## config.mk

```make
export PLATFORM = sky130hd
export DESIGN_NAME = hpsw_top
export DESIGN_NICKNAME = d
export VERILOG_FILES = /design/src/common/hpsw_pkg.sv /design/src/logic/hpsw_top.sv
export SDC_FILE = /design/constraint.sdc
export NUM_CORES = 1
export LEC_CHECK = 0
export ABC_AREA = 1
export BUFFER_PORTS_ARGS = -buffer_cell sky130_fd_sc_hd__buf_2
export CAP_MARGIN = 20
export CORE_MARGIN = 2
export CORE_UTILIZATION = 44
export DETAILED_ROUTE_END_ITERATION = 10
export GPL_ROUTABILITY_DRIVEN = 1
export HOLD_SLACK_MARGIN = 0.02
export PLACE_DENSITY = 0.65
export SKIP_CTS_REPAIR_TIMING = 1
export SYNTH_ARGS = -nofsm -noshare
export SYNTH_HDL_FRONTEND = slang
export SYNTH_SLANG_ARGS = --single-unit
```

## constraint.sdc

```tcl
create_clock -name MCLK -period 2 [get_ports MCLK]
set_input_delay 0 -clock MCLK [delete_from_list [all_inputs] [get_ports MCLK]]
set_output_delay 0 -clock MCLK [all_outputs]
set_load 0.01 [all_outputs]
```

## src/common/hpsw_pkg.sv

```systemverilog
/*
 * Constants, state encoding and carrier types for the hot-plug port selector.
 * Assumes a single 200 MHz clock and an asynchronous active-low reset.
 */
package hpsw_pkg;

    // Clock period of MCLK
    localparam int CLK_PERIOD_NS = 5;
    localparam int NS_PER_MS = 1000000;

    // Timing figures in their own units
    localparam int PRIORITY_SETTLE_PAUSE_MIN_MS = 2;
    localparam int PRIORITY_SETTLE_PAUSE_MAX_MS_X10 = 47;
    localparam int UNPLUG_SWITCH_INTERVAL_MIN_MS = 170;
    localparam int UNPLUG_SWITCH_INTERVAL_MAX_MS = 400;
    localparam int PLUG_DETECT_REPEAT_DELAY_MIN_NS = 30;
    localparam int PLUG_DETECT_REPEAT_DELAY_MAX_NS = 110;
    localparam int MIN_REPEATED_PULSE_WIDTH_NS = 100;

    // Least times round up to whole cycles
    localparam int PAUSE_CYC =
        (PRIORITY_SETTLE_PAUSE_MIN_MS * NS_PER_MS + CLK_PERIOD_NS - 1) / CLK_PERIOD_NS;
    localparam int SWITCH_CYC =
        (UNPLUG_SWITCH_INTERVAL_MIN_MS * NS_PER_MS + CLK_PERIOD_NS - 1) / CLK_PERIOD_NS;
    localparam int REPEAT_CYC =
        (PLUG_DETECT_REPEAT_DELAY_MIN_NS + CLK_PERIOD_NS - 1) / CLK_PERIOD_NS;

    // Input synchroniser depth, counted into the repeat delay
    localparam int SYNC_STAGES = 2;
    localparam int CNT_W = 32;

    // Reset values
    localparam logic SEL_RST = 1'b0;
    localparam logic LINK_EN_RST = 1'b0;
    localparam logic PLUG_OUT_RST = 1'b0;

    // Gray order along low power -> active -> pause -> force low
    typedef enum logic [1:0] {
        ST_LOWPWR = 2'h0,
        ST_ACTIVE = 2'h1,
        ST_PAUSE = 2'h3,
        ST_FORCE = 2'h2
    } hpsw_state_t;

    typedef struct packed {
        logic port_b;
        logic port_a;
    } hpsw_plug_t;

    typedef struct packed {
        logic link_en;
        logic port_b_sel;
    } hpsw_ctl_t;

endpackage

```

## src/logic/hpsw_top.sv

```systemverilog
/*
 * Port selection and plug-detect repeating for a one-in, two-out link switch.
 * Assumes all pin inputs asynchronous to MCLK (200 MHz); analog paths outside
 * take only the enable and select outputs.
 */
module hpsw_top #(
    parameter int CNT_W = hpsw_pkg::CNT_W,
    parameter int PAUSE_CYCLES = hpsw_pkg::PAUSE_CYC,
    parameter int SWITCH_CYCLES = hpsw_pkg::SWITCH_CYC,
    parameter int DELAY_STAGES = hpsw_pkg::REPEAT_CYC - hpsw_pkg::SYNC_STAGES
) (
    input wire logic MCLK,
    input wire logic RST_N,
    input wire logic PLUG_DETECT_IN_PORT_A,
    input wire logic PLUG_DETECT_IN_PORT_B,
    input wire logic PRIORITY_SEL,
    input wire logic LINK_WAKE_EN,
    output logic PLUG_DETECT_OUT,
    output logic PORT_B_SELECTED,
    output logic LINK_ENABLE,
    output logic PORT_A_PATH_EN,
    output logic PORT_B_PATH_EN
);

    localparam logic [CNT_W-1:0] PAUSE_LAST = CNT_W'(PAUSE_CYCLES - 1);
    localparam logic [CNT_W-1:0] SWITCH_LAST = CNT_W'(SWITCH_CYCLES - 1);

    hpsw_pkg::hpsw_plug_t plug_m_q;
    hpsw_pkg::hpsw_plug_t plug_s_q;
    hpsw_pkg::hpsw_plug_t plug_p_q;
    logic prio_m_q;
    logic prio_s_q;
    logic prio_p_q;
    logic wake_m_q;
    logic wake_s_q;

    hpsw_pkg::hpsw_state_t state_q;
    hpsw_pkg::hpsw_state_t state_d;
    logic sel_q;
    logic sel_d;
    logic tgt_q;
    logic tgt_d;
    logic [CNT_W-1:0] timer_q;
    logic [CNT_W-1:0] timer_d;
    logic [CNT_W-1:0] low_cnt_q;
    logic [CNT_W-1:0] low_cnt_d;
    hpsw_pkg::hpsw_ctl_t ctl_q;
    hpsw_pkg::hpsw_ctl_t ctl_d;
    logic [DELAY_STAGES-1:0] dly_q;

    always_ff @(posedge MCLK or negedge RST_N) begin
        if (!RST_N) begin
            plug_m_q <= '0;
            plug_s_q <= '0;
            plug_p_q <= '0;
            prio_m_q <= 1'b0;
            prio_s_q <= 1'b0;
            prio_p_q <= 1'b0;
            wake_m_q <= 1'b0;
            wake_s_q <= 1'b0;
        end else begin
            plug_m_q <= '{port_b: PLUG_DETECT_IN_PORT_B, port_a: PLUG_DETECT_IN_PORT_A};
            plug_s_q <= plug_m_q;
            plug_p_q <= plug_s_q;
            prio_m_q <= PRIORITY_SEL;
            prio_s_q <= prio_m_q;
            prio_p_q <= prio_s_q;
            wake_m_q <= LINK_WAKE_EN;
            wake_s_q <= wake_m_q;
        end
    end

    // Decoded levels; priority input high gives port B priority
    wire a_hi = plug_s_q.port_a;
    wire b_hi = plug_s_q.port_b;
    wire both_hi = a_hi & b_hi;
    wire any_hi = a_hi | b_hi;
    wire pri_b = prio_s_q;
    wire prio_chg = prio_s_q ^ prio_p_q;
    wire sel_hi = sel_q ? b_hi : a_hi;
    wire oth_hi = sel_q ? a_hi : b_hi;
    wire tgt_hi = tgt_q ? b_hi : a_hi;
    wire a_rise = a_hi & ~plug_p_q.port_a;
    wire b_rise = b_hi & ~plug_p_q.port_b;
    wire pri_rise = pri_b ? b_rise : a_rise;
    wire in_force = (state_q == hpsw_pkg::ST_FORCE);
    wire in_pause = (state_q == hpsw_pkg::ST_PAUSE);
    wire in_active = (state_q == hpsw_pkg::ST_ACTIVE);
    wire in_lowpwr = (state_q == hpsw_pkg::ST_LOWPWR);
    // While forcing low, the incoming priority port is the one watched
    wire watch_hi = in_force ? tgt_hi : sel_hi;
    wire unplug = ~watch_hi & (low_cnt_q == SWITCH_LAST);
    wire tmr_done = timer_q == (in_pause ? PAUSE_LAST : SWITCH_LAST);
    wire moving = (state_d != state_q) | (sel_d != sel_q);

    // Next-state and selection
    always_comb begin
        state_d = state_q;
        sel_d = sel_q;
        tgt_d = tgt_q;
        case (state_q)
            hpsw_pkg::ST_LOWPWR: begin
                if (any_hi) begin
                    state_d = hpsw_pkg::ST_ACTIVE;
                    sel_d = both_hi ? pri_b : b_hi;
                end
            end
            hpsw_pkg::ST_ACTIVE: begin
                if (unplug) begin
                    if (oth_hi) begin
                        sel_d = ~sel_q;
                    end else begin
                        state_d = hpsw_pkg::ST_LOWPWR;
                    end
                end else if ((sel_q != pri_b) && pri_rise) begin
                    state_d = hpsw_pkg::ST_FORCE;
                    tgt_d = pri_b;
                end else if (both_hi && prio_chg) begin
                    state_d = hpsw_pkg::ST_PAUSE;
                end
            end
            hpsw_pkg::ST_PAUSE: begin
                if (!both_hi) begin
                    state_d = hpsw_pkg::ST_ACTIVE;
                end else if (tmr_done && !prio_chg) begin
                    if (sel_q != pri_b) begin
                        state_d = hpsw_pkg::ST_FORCE;
                        tgt_d = pri_b;
                    end else begin
                        state_d = hpsw_pkg::ST_ACTIVE;
                    end
                end
            end
            hpsw_pkg::ST_FORCE: begin
                if (unplug) begin
                    // Incoming port never settled; give up the swap
                    state_d = sel_hi ? hpsw_pkg::ST_ACTIVE : hpsw_pkg::ST_LOWPWR;
                end else if (tmr_done && tgt_hi) begin
                    state_d = hpsw_pkg::ST_ACTIVE;
                    sel_d = tgt_q;
                end
            end
            default: begin
                state_d = hpsw_pkg::ST_LOWPWR;
            end
        endcase
    end

    // Pause and switch timer
    always_comb begin
        timer_d = '0;
        if (!moving && (in_pause || in_force)) begin
            if (in_force && !tgt_hi) begin
                timer_d = '0;
            end else if (in_pause && prio_chg) begin
                timer_d = '0;
            end else if (!tmr_done) begin
                timer_d = timer_q + CNT_W'(1);
            end else begin
                timer_d = timer_q;
            end
        end
    end

    assign low_cnt_d = (moving || in_lowpwr || watch_hi) ? '0 :
                       (low_cnt_q == SWITCH_LAST) ? low_cnt_q : low_cnt_q + CNT_W'(1);

    assign ctl_d = '{link_en: (state_d != hpsw_pkg::ST_LOWPWR) & wake_s_q,
                     port_b_sel: sel_d};

    always_ff @(posedge MCLK or negedge RST_N) begin
        if (!RST_N) begin
            state_q <= hpsw_pkg::ST_LOWPWR;
            sel_q <= hpsw_pkg::SEL_RST;
            tgt_q <= hpsw_pkg::SEL_RST;
            timer_q <= '0;
            low_cnt_q <= '0;
            ctl_q <= '{link_en: hpsw_pkg::LINK_EN_RST, port_b_sel: hpsw_pkg::SEL_RST};
        end else begin
            state_q <= state_d;
            sel_q <= sel_d;
            tgt_q <= tgt_d;
            timer_q <= timer_d;
            low_cnt_q <= low_cnt_d;
            ctl_q <= ctl_d;
        end
    end

    wire out_d = (in_active | in_pause) & sel_hi;

    genvar g;
    generate
        for (g = 0; g < DELAY_STAGES; g++) begin : g_dly
            always_ff @(posedge MCLK or negedge RST_N) begin
                if (!RST_N) begin
                    dly_q[g] <= hpsw_pkg::PLUG_OUT_RST;
                end else begin
                    dly_q[g] <= (g == 0) ? out_d : dly_q[(g == 0) ? 0 : g - 1];
                end
            end
        end
    endgenerate

    // Pulse width survives exactly; only latency is added
    assign PLUG_DETECT_OUT = dly_q[DELAY_STAGES-1];
    assign PORT_B_SELECTED = ctl_q.port_b_sel;
    assign LINK_ENABLE = ctl_q.link_en;
    assign PORT_A_PATH_EN = ctl_q.link_en & ~ctl_q.port_b_sel;
    assign PORT_B_PATH_EN = ctl_q.link_en & ctl_q.port_b_sel;
endmodule // hpsw_top

```

Word-level counts from Yosys, hierarchy flattened
Index checks and enable logic that the tools add are counted.
Word-level totals
  register bits after elaboration: 84
  bits of input ports: 6
  memories: 0
  memory bits (writable): 0
  memory bits (read-only): 0
  output and inout port bits: 5
  latch bits: 0
Operators by class
  multipliers: 0
  bitwise operators: 16
  $lt $le $gt $ge: 0
  eq/ne operators: 15
  add/subtract/negate cells: 2
  reduce and logical (&&, ||, !) cells: 17
  shift-type cells: 0
  divide/modulo/power cells: 0
  mux-type cells: 37
Operator list (number)
  two-way mux 32 bit: 6
  adder 32 x 1 -> 32 bit, second input constant: 2
  equality test 32 x 26 -> 1 bit: 1
  equality test 32 x 26 -> 1 bit, second input constant: 1
  two-way mux 26 bit: 1
  two-way mux 2 bit: 10
  two-way mux 1 bit: 17
  bitwise AND 1 bit: 8
  inequality test 2 x 1 -> 1 bit, second input constant: 4
  one-hot mux 2 bit (4 select lines): 1
  logical AND 1 bit: 7
  AND reduction 6 bit: 1
  equality test 2 bit, second input constant: 2
  inequality test 2 bit, second input constant: 2
  inequality test 4 x 2 -> 1 bit, second input constant: 1
  NOT 1 bit: 4
  nonzero test 2 bit: 2
  zero test 1 bit: 3
  logical OR 1 bit: 3
  OR 1 bit: 3
  one-hot mux 1 bit (3 select lines): 1
  equality test 2 x 1 -> 1 bit, second input constant: 1
  zero test 2 bit: 1
  inequality test 1 bit: 2
  other kinds (3): 3

Logic depth before layout (Yosys ltp)
  depth in word-level cells: 12
  depth in mapped cells: 18

Least setup slack after synthesis
OpenSTA, ideal clock, no wires.
  kind: reg2reg
  start: register low_cnt_q[0]
  end: register low_cnt_q[29]
  setup time: 0.071 ns
  arrival time: 2.038 ns
  path buffers: 1
  path slack: -0.110 ns
  cell stages (with the launch flop): 17
  data required time: 1.929 ns
  cell sequence: dfrtp_1 ha_1 nand2_1 nor2_2 nand2_1 nor2_2 nand4_4 inv_2 nor2_1 nor2_2 nor2_2 nand3_1 nand3_2 nor2_4 nand2_4 buf_6 nor2_1
Between the ends
  longest elaborated chain between the ends: 9
Ends and longest elaborated chain
  from (decl): RTL line hpsw_top.sv:45  | logic [CNT_W-1:0] low_cnt_q;
  from (signal assigned): RTL line hpsw_top.sv:184  | low_cnt_q <= low_cnt_d;
  equality test 32 x 26 -> 1 bit: RTL line hpsw_top.sv:92, hpsw_top.sv:166
  bitwise AND 1 bit: RTL line hpsw_top.sv:92  | wire unplug = ~watch_hi & (low_cnt_q == SWITCH_LAST);
  two-way mux 2 bit (tied with other cells): RTL line hpsw_top.sv:135  | if (unplug) begin
  one-hot mux 2 bit (4 select lines) / one-hot mux 1 bit (3 select lines) (equally long branches): RTL line hpsw_top.sv:101  | case (state_q)
  inequality test 2 bit / inequality test 1 bit (equally long branches): RTL line hpsw_top.sv:94  | wire moving = (state_d != state_q) | (sel_d != sel_q);
  OR 1 bit: RTL line hpsw_top.sv:94
  logical OR 1 bit (2 in series): RTL line hpsw_top.sv:165  | assign low_cnt_d = (moving || in_lowpwr || watch_hi) ? '0 :
  inequality test 2 x 1 -> 1 bit (no source line) / two-way mux 32 bit (equally long branches)
Parallel ways exist; a longest one is shown, timed or not. The select of a mux whose other input is x is not followed.
A chain may end at the register's enable or synchronous reset.

Worst setup path in the final report
  start: register timer_q[8]
  end: register timer_q[26]
Between the ends
  longest elaborated chain between the ends: 10
Ends and longest elaborated chain
  from (decl): RTL line hpsw_top.sv:43  | logic [CNT_W-1:0] timer_q;
  from (signal assigned): RTL line hpsw_top.sv:183  | timer_q <= timer_d;
  equality test 32 x 26 -> 1 bit: RTL line hpsw_top.sv:93  | wire tmr_done = timer_q == (in_pause ? PAUSE_LAST : SWITCH_LAST);
  logical AND 1 bit (on tied branches): RTL line hpsw_top.sv:138, hpsw_top.sv:125
  two-way mux 2 bit (tied with other cells): RTL line hpsw_top.sv:138  | end else if (tmr_done && tgt_hi) begin
  two-way mux 2 bit (tied with other cells): RTL line hpsw_top.sv:135
  one-hot mux 2 bit (4 select lines) / one-hot mux 1 bit (3 select lines) (equally long branches): RTL line hpsw_top.sv:101
  inequality test 2 bit / inequality test 1 bit (equally long branches): RTL line hpsw_top.sv:94
  OR 1 bit: RTL line hpsw_top.sv:94
  zero test 1 bit: RTL line hpsw_top.sv:152  | if (!moving && (in_pause || in_force)) begin
  logical AND 1 bit: RTL line hpsw_top.sv:152
  inequality test 4 x 2 -> 1 bit (no source line) / two-way mux 32 bit (equally long branches)
Parallel ways exist; a longest one is shown, timed or not. The select of a mux whose other input is x is not followed.

==> impl_metrics.env <==
export IMPL_start_util_pct=45.6
export IMPL_first_iter_violations=270
export IMPL_syn_nets=661
export IMPL_cts_sinks=84
export IMPL_multi_input_area_um2=2700
export IMPL_ios=11
export IMPL_hold_path_class="in2async"
export IMPL_period_needed_ps=2340
export IMPL_insertion_delay_ps=340
export IMPL_worst_slew_pin_transition_ps=569
export IMPL_grt_max_degree=44
export IMPL_yosysWarnings=0
export IMPL_regArea_um2=2100
export IMPL_synthToLayoutAreaGrowth_pct=36.9
export IMPL_post_route_cells_drive_above_1_share_pct=36.3
export IMPL_arrival_ps=2610
export IMPL_grt_usage_pct=20.5
export IMPL_final_cell_mix="buf_4, nand2_1, nor2_1, dfrtp_1, inv_1"
export IMPL_grt_pass1_vias=4673
export IMPL_pre_cts_slack_ps=-298
export IMPL_port_buffers=10
export IMPL_status="finished with violations"
export IMPL_whs_ps=220
export IMPL_vias=4786
export IMPL_busiest_layer="met2"
export IMPL_cts_buffer_depth=2
export IMPL_dpl_cell_area_um2=6260
export IMPL_grt_overflow_total=0
export IMPL_synthesis_area_um2=5010
export IMPL_critPathLaunchType="flop"
export IMPL_p_leak_uw=0.00312
export IMPL_nets=822
export IMPL_end_kind="flop"
export IMPL_met3_usage_pct=3.12
export IMPL_hold_violations=0
export IMPL_skew_ps=5.96
export IMPL_drt_pass1_iterations=4
export IMPL_final_util_pct=62.4
export IMPL_via_per_inst=4.99
export IMPL_totalWireLength_um=12700
export IMPL_finalSetupViolCount=65
export IMPL_cts_buffers=9
export IMPL_globalplace_congestion=0.947
export IMPL_synth_cells=653
export IMPL_seq_area_frac_synth_pct=41.9
export IMPL_wl_per_cell_um=13.2
export IMPL_slew_headroom_pct=62.1
export IMPL_crit_type="reg2reg"
export IMPL_ys_types=41
export IMPL_fp_coreArea_um2=11000
export IMPL_drv_slew=0
export IMPL_num_fill_cells=894
export IMPL_p_per_area_nw_per_um2=839
export IMPL_use_met1_pct=28.4
export IMPL_n_antenna_cell=0
export IMPL_worst_ir_drop_vdd_mv=0.701
export IMPL_die_x_um=111
export IMPL_fin_crit_sh_pct=117
export IMPL_fin_ws_ps=-341
export IMPL_cts_clk_slew_worst_paths_ps=60
export IMPL_root_buffer="clkbuf_16"
export IMPL_cts_tree="yes"
export IMPL_antenna_left=0
export IMPL_rows=38
export IMPL_worstPathRequired_ps=2260
export IMPL_drcViolationCount=0
export IMPL_p_total_uw=5750
export IMPL_ctsHtreeMaxLevel=3
export IMPL_layout_commonest_cell="buf_4"
export IMPL_drv_cap=0
export IMPL_die_y_um=111
export IMPL_antenna_found_initial=0
export IMPL_worstPathMaxFanout=6
export IMPL_grt_pass1_wl_um=21000
export IMPL_die_area_um2=12300
export IMPL_rsz0062_at_grt="yes"
export IMPL_final_area_um2=6860
export IMPL_violations="negative setup slack"
export IMPL_use_met2_pct=32.8
export IMPL_fmax_mhz=427
export IMPL_dp_hpwl_um=9190
export IMPL_synth_ff_latch_count=84
export IMPL_synth_avg_cell_area_um2=7.67
[stage by stage]
| step | instances | setup TNS (ps) |
|---|---|---|
| 2_1_floorplan | 653 | -706 |
| 3_3_place_gp | 930 | -10750 |
| 3_5_place_dp | 930 | -15900 |
| 4_1_cts | 946 | -17610 |
| 5_1_grt | 959 | -28120 |
| 6_report | 959 | -18720 |
[cell usage after synthesis (all sizes together)]
cell / instances / area share (%)
nand2: 132 / 11
o21ai: 19 / 2.0
inv: 79 / 5.9
nor2: 159 / 14
or4: 1 / 0.15
buf: 8 / 1.7
o21a: 2 / 0.30
clkbuf: 2 / 0.15
o211ai: 5 / 0.85
or2: 11 / 1.4
nor3b: 1 / 0.15
a221o: 1 / 0.20
a21o: 1 / 0.15
nand4: 18 / 2.5
nand3: 64 / 7.0
ha: 2 / 0.50
nor3: 17 / 2.3
nand3b: 4 / 0.60
a21oi: 4 / 0.40
a22oi: 1 / 0.15
nor4: 3 / 0.50
xor2: 25 / 4.4
a31oi: 1 / 0.12
o22ai: 1 / 0.12
dfrtp: 84 / 42
o221ai: 1 / 0.17
xnor2: 7 / 1.2
[per-layer routing]
metal	vias up	part of all wire, %
met5	-	0
met4	0	1.8
met3	23	3.4
met2	86	47
met1	2279	48
li1	2398	-
[registers in the layout, indices dropped and copies added (netlist names), 2 cells and up]
name	count
low_cnt_q	32
timer_q	32
dly_q	3
plug_m_q	2
plug_p_q	2
state_q	2
[power by group]
group / switching (uW) / total, uW / internal, uW
Clock: 671 / 1700 / 1030
Sequential: 83.5 / 1890 / 1810
Combinational: 1260 / 2150 / 891
Total: 2020 / 5750 / 3730
[cell type report]
type	instances	area share [%]
Clock buffer	12	3.74
Multi-Input combinational cell	480	39.4
Sequential cell	84	30.7
Timing Repair Buffer	160	18.6
Inverter	79	4.32
Tap cell	140	2.55
Clock inverter	4	0.693
[path summary, 6_finish.rpt]
check                                        from                       end  slack (ps)  cells past startpoint
setup / recovery           timer_q[8]$_DFFE_PN0P_   timer_q[26]$_DFFE_PN0P_        -340                     16
hold / removal                              RST_N  low_cnt_q[9]$_DFFE_PN0P_         220                      2
setup reg to reg           timer_q[8]$_DFFE_PN0P_   timer_q[26]$_DFFE_PN0P_        -340                     16
hold reg to reg                dly_q[0]$_DFF_PN0_        dly_q[1]$_DFF_PN0_         360                      0
max in group asynchronous                   RST_N   timer_q[29]$_DFFE_PN0P_        1150                      3
min in group MCLK           PLUG_DETECT_IN_PORT_A     plug_m_q[0]$_DFF_PN0_         300                      2
[worst max-delay path, stage by stage, from the launching register on]
cell       delay (ps)
dfrtp_1           430
nor2_2            130
nand2_1           100
nor2_2            140
nand2_1            70
nor2_1             90
nand4_1           170
nand2_1           170
nand3_2           110
nor2_4            110
nand2_2            70
nand3_2            60
nand2_2            70
nor2_4            140
nand2_4           120
clkbuf_16         180
nor2_2             90
[cell families (layout without fill, tap and decap cells)]
logic type	Yosys count	after routing	share of synthesized area, %
simple gates	410	410	39.7
buf+inv	89	255	7.79
xor+xnor	32	32	5.59
flops	84	84	41.9
compound gates	36	36	4.44
fa+ha+maj	2	2	0.499
Power figures use the tool's default switching activity.
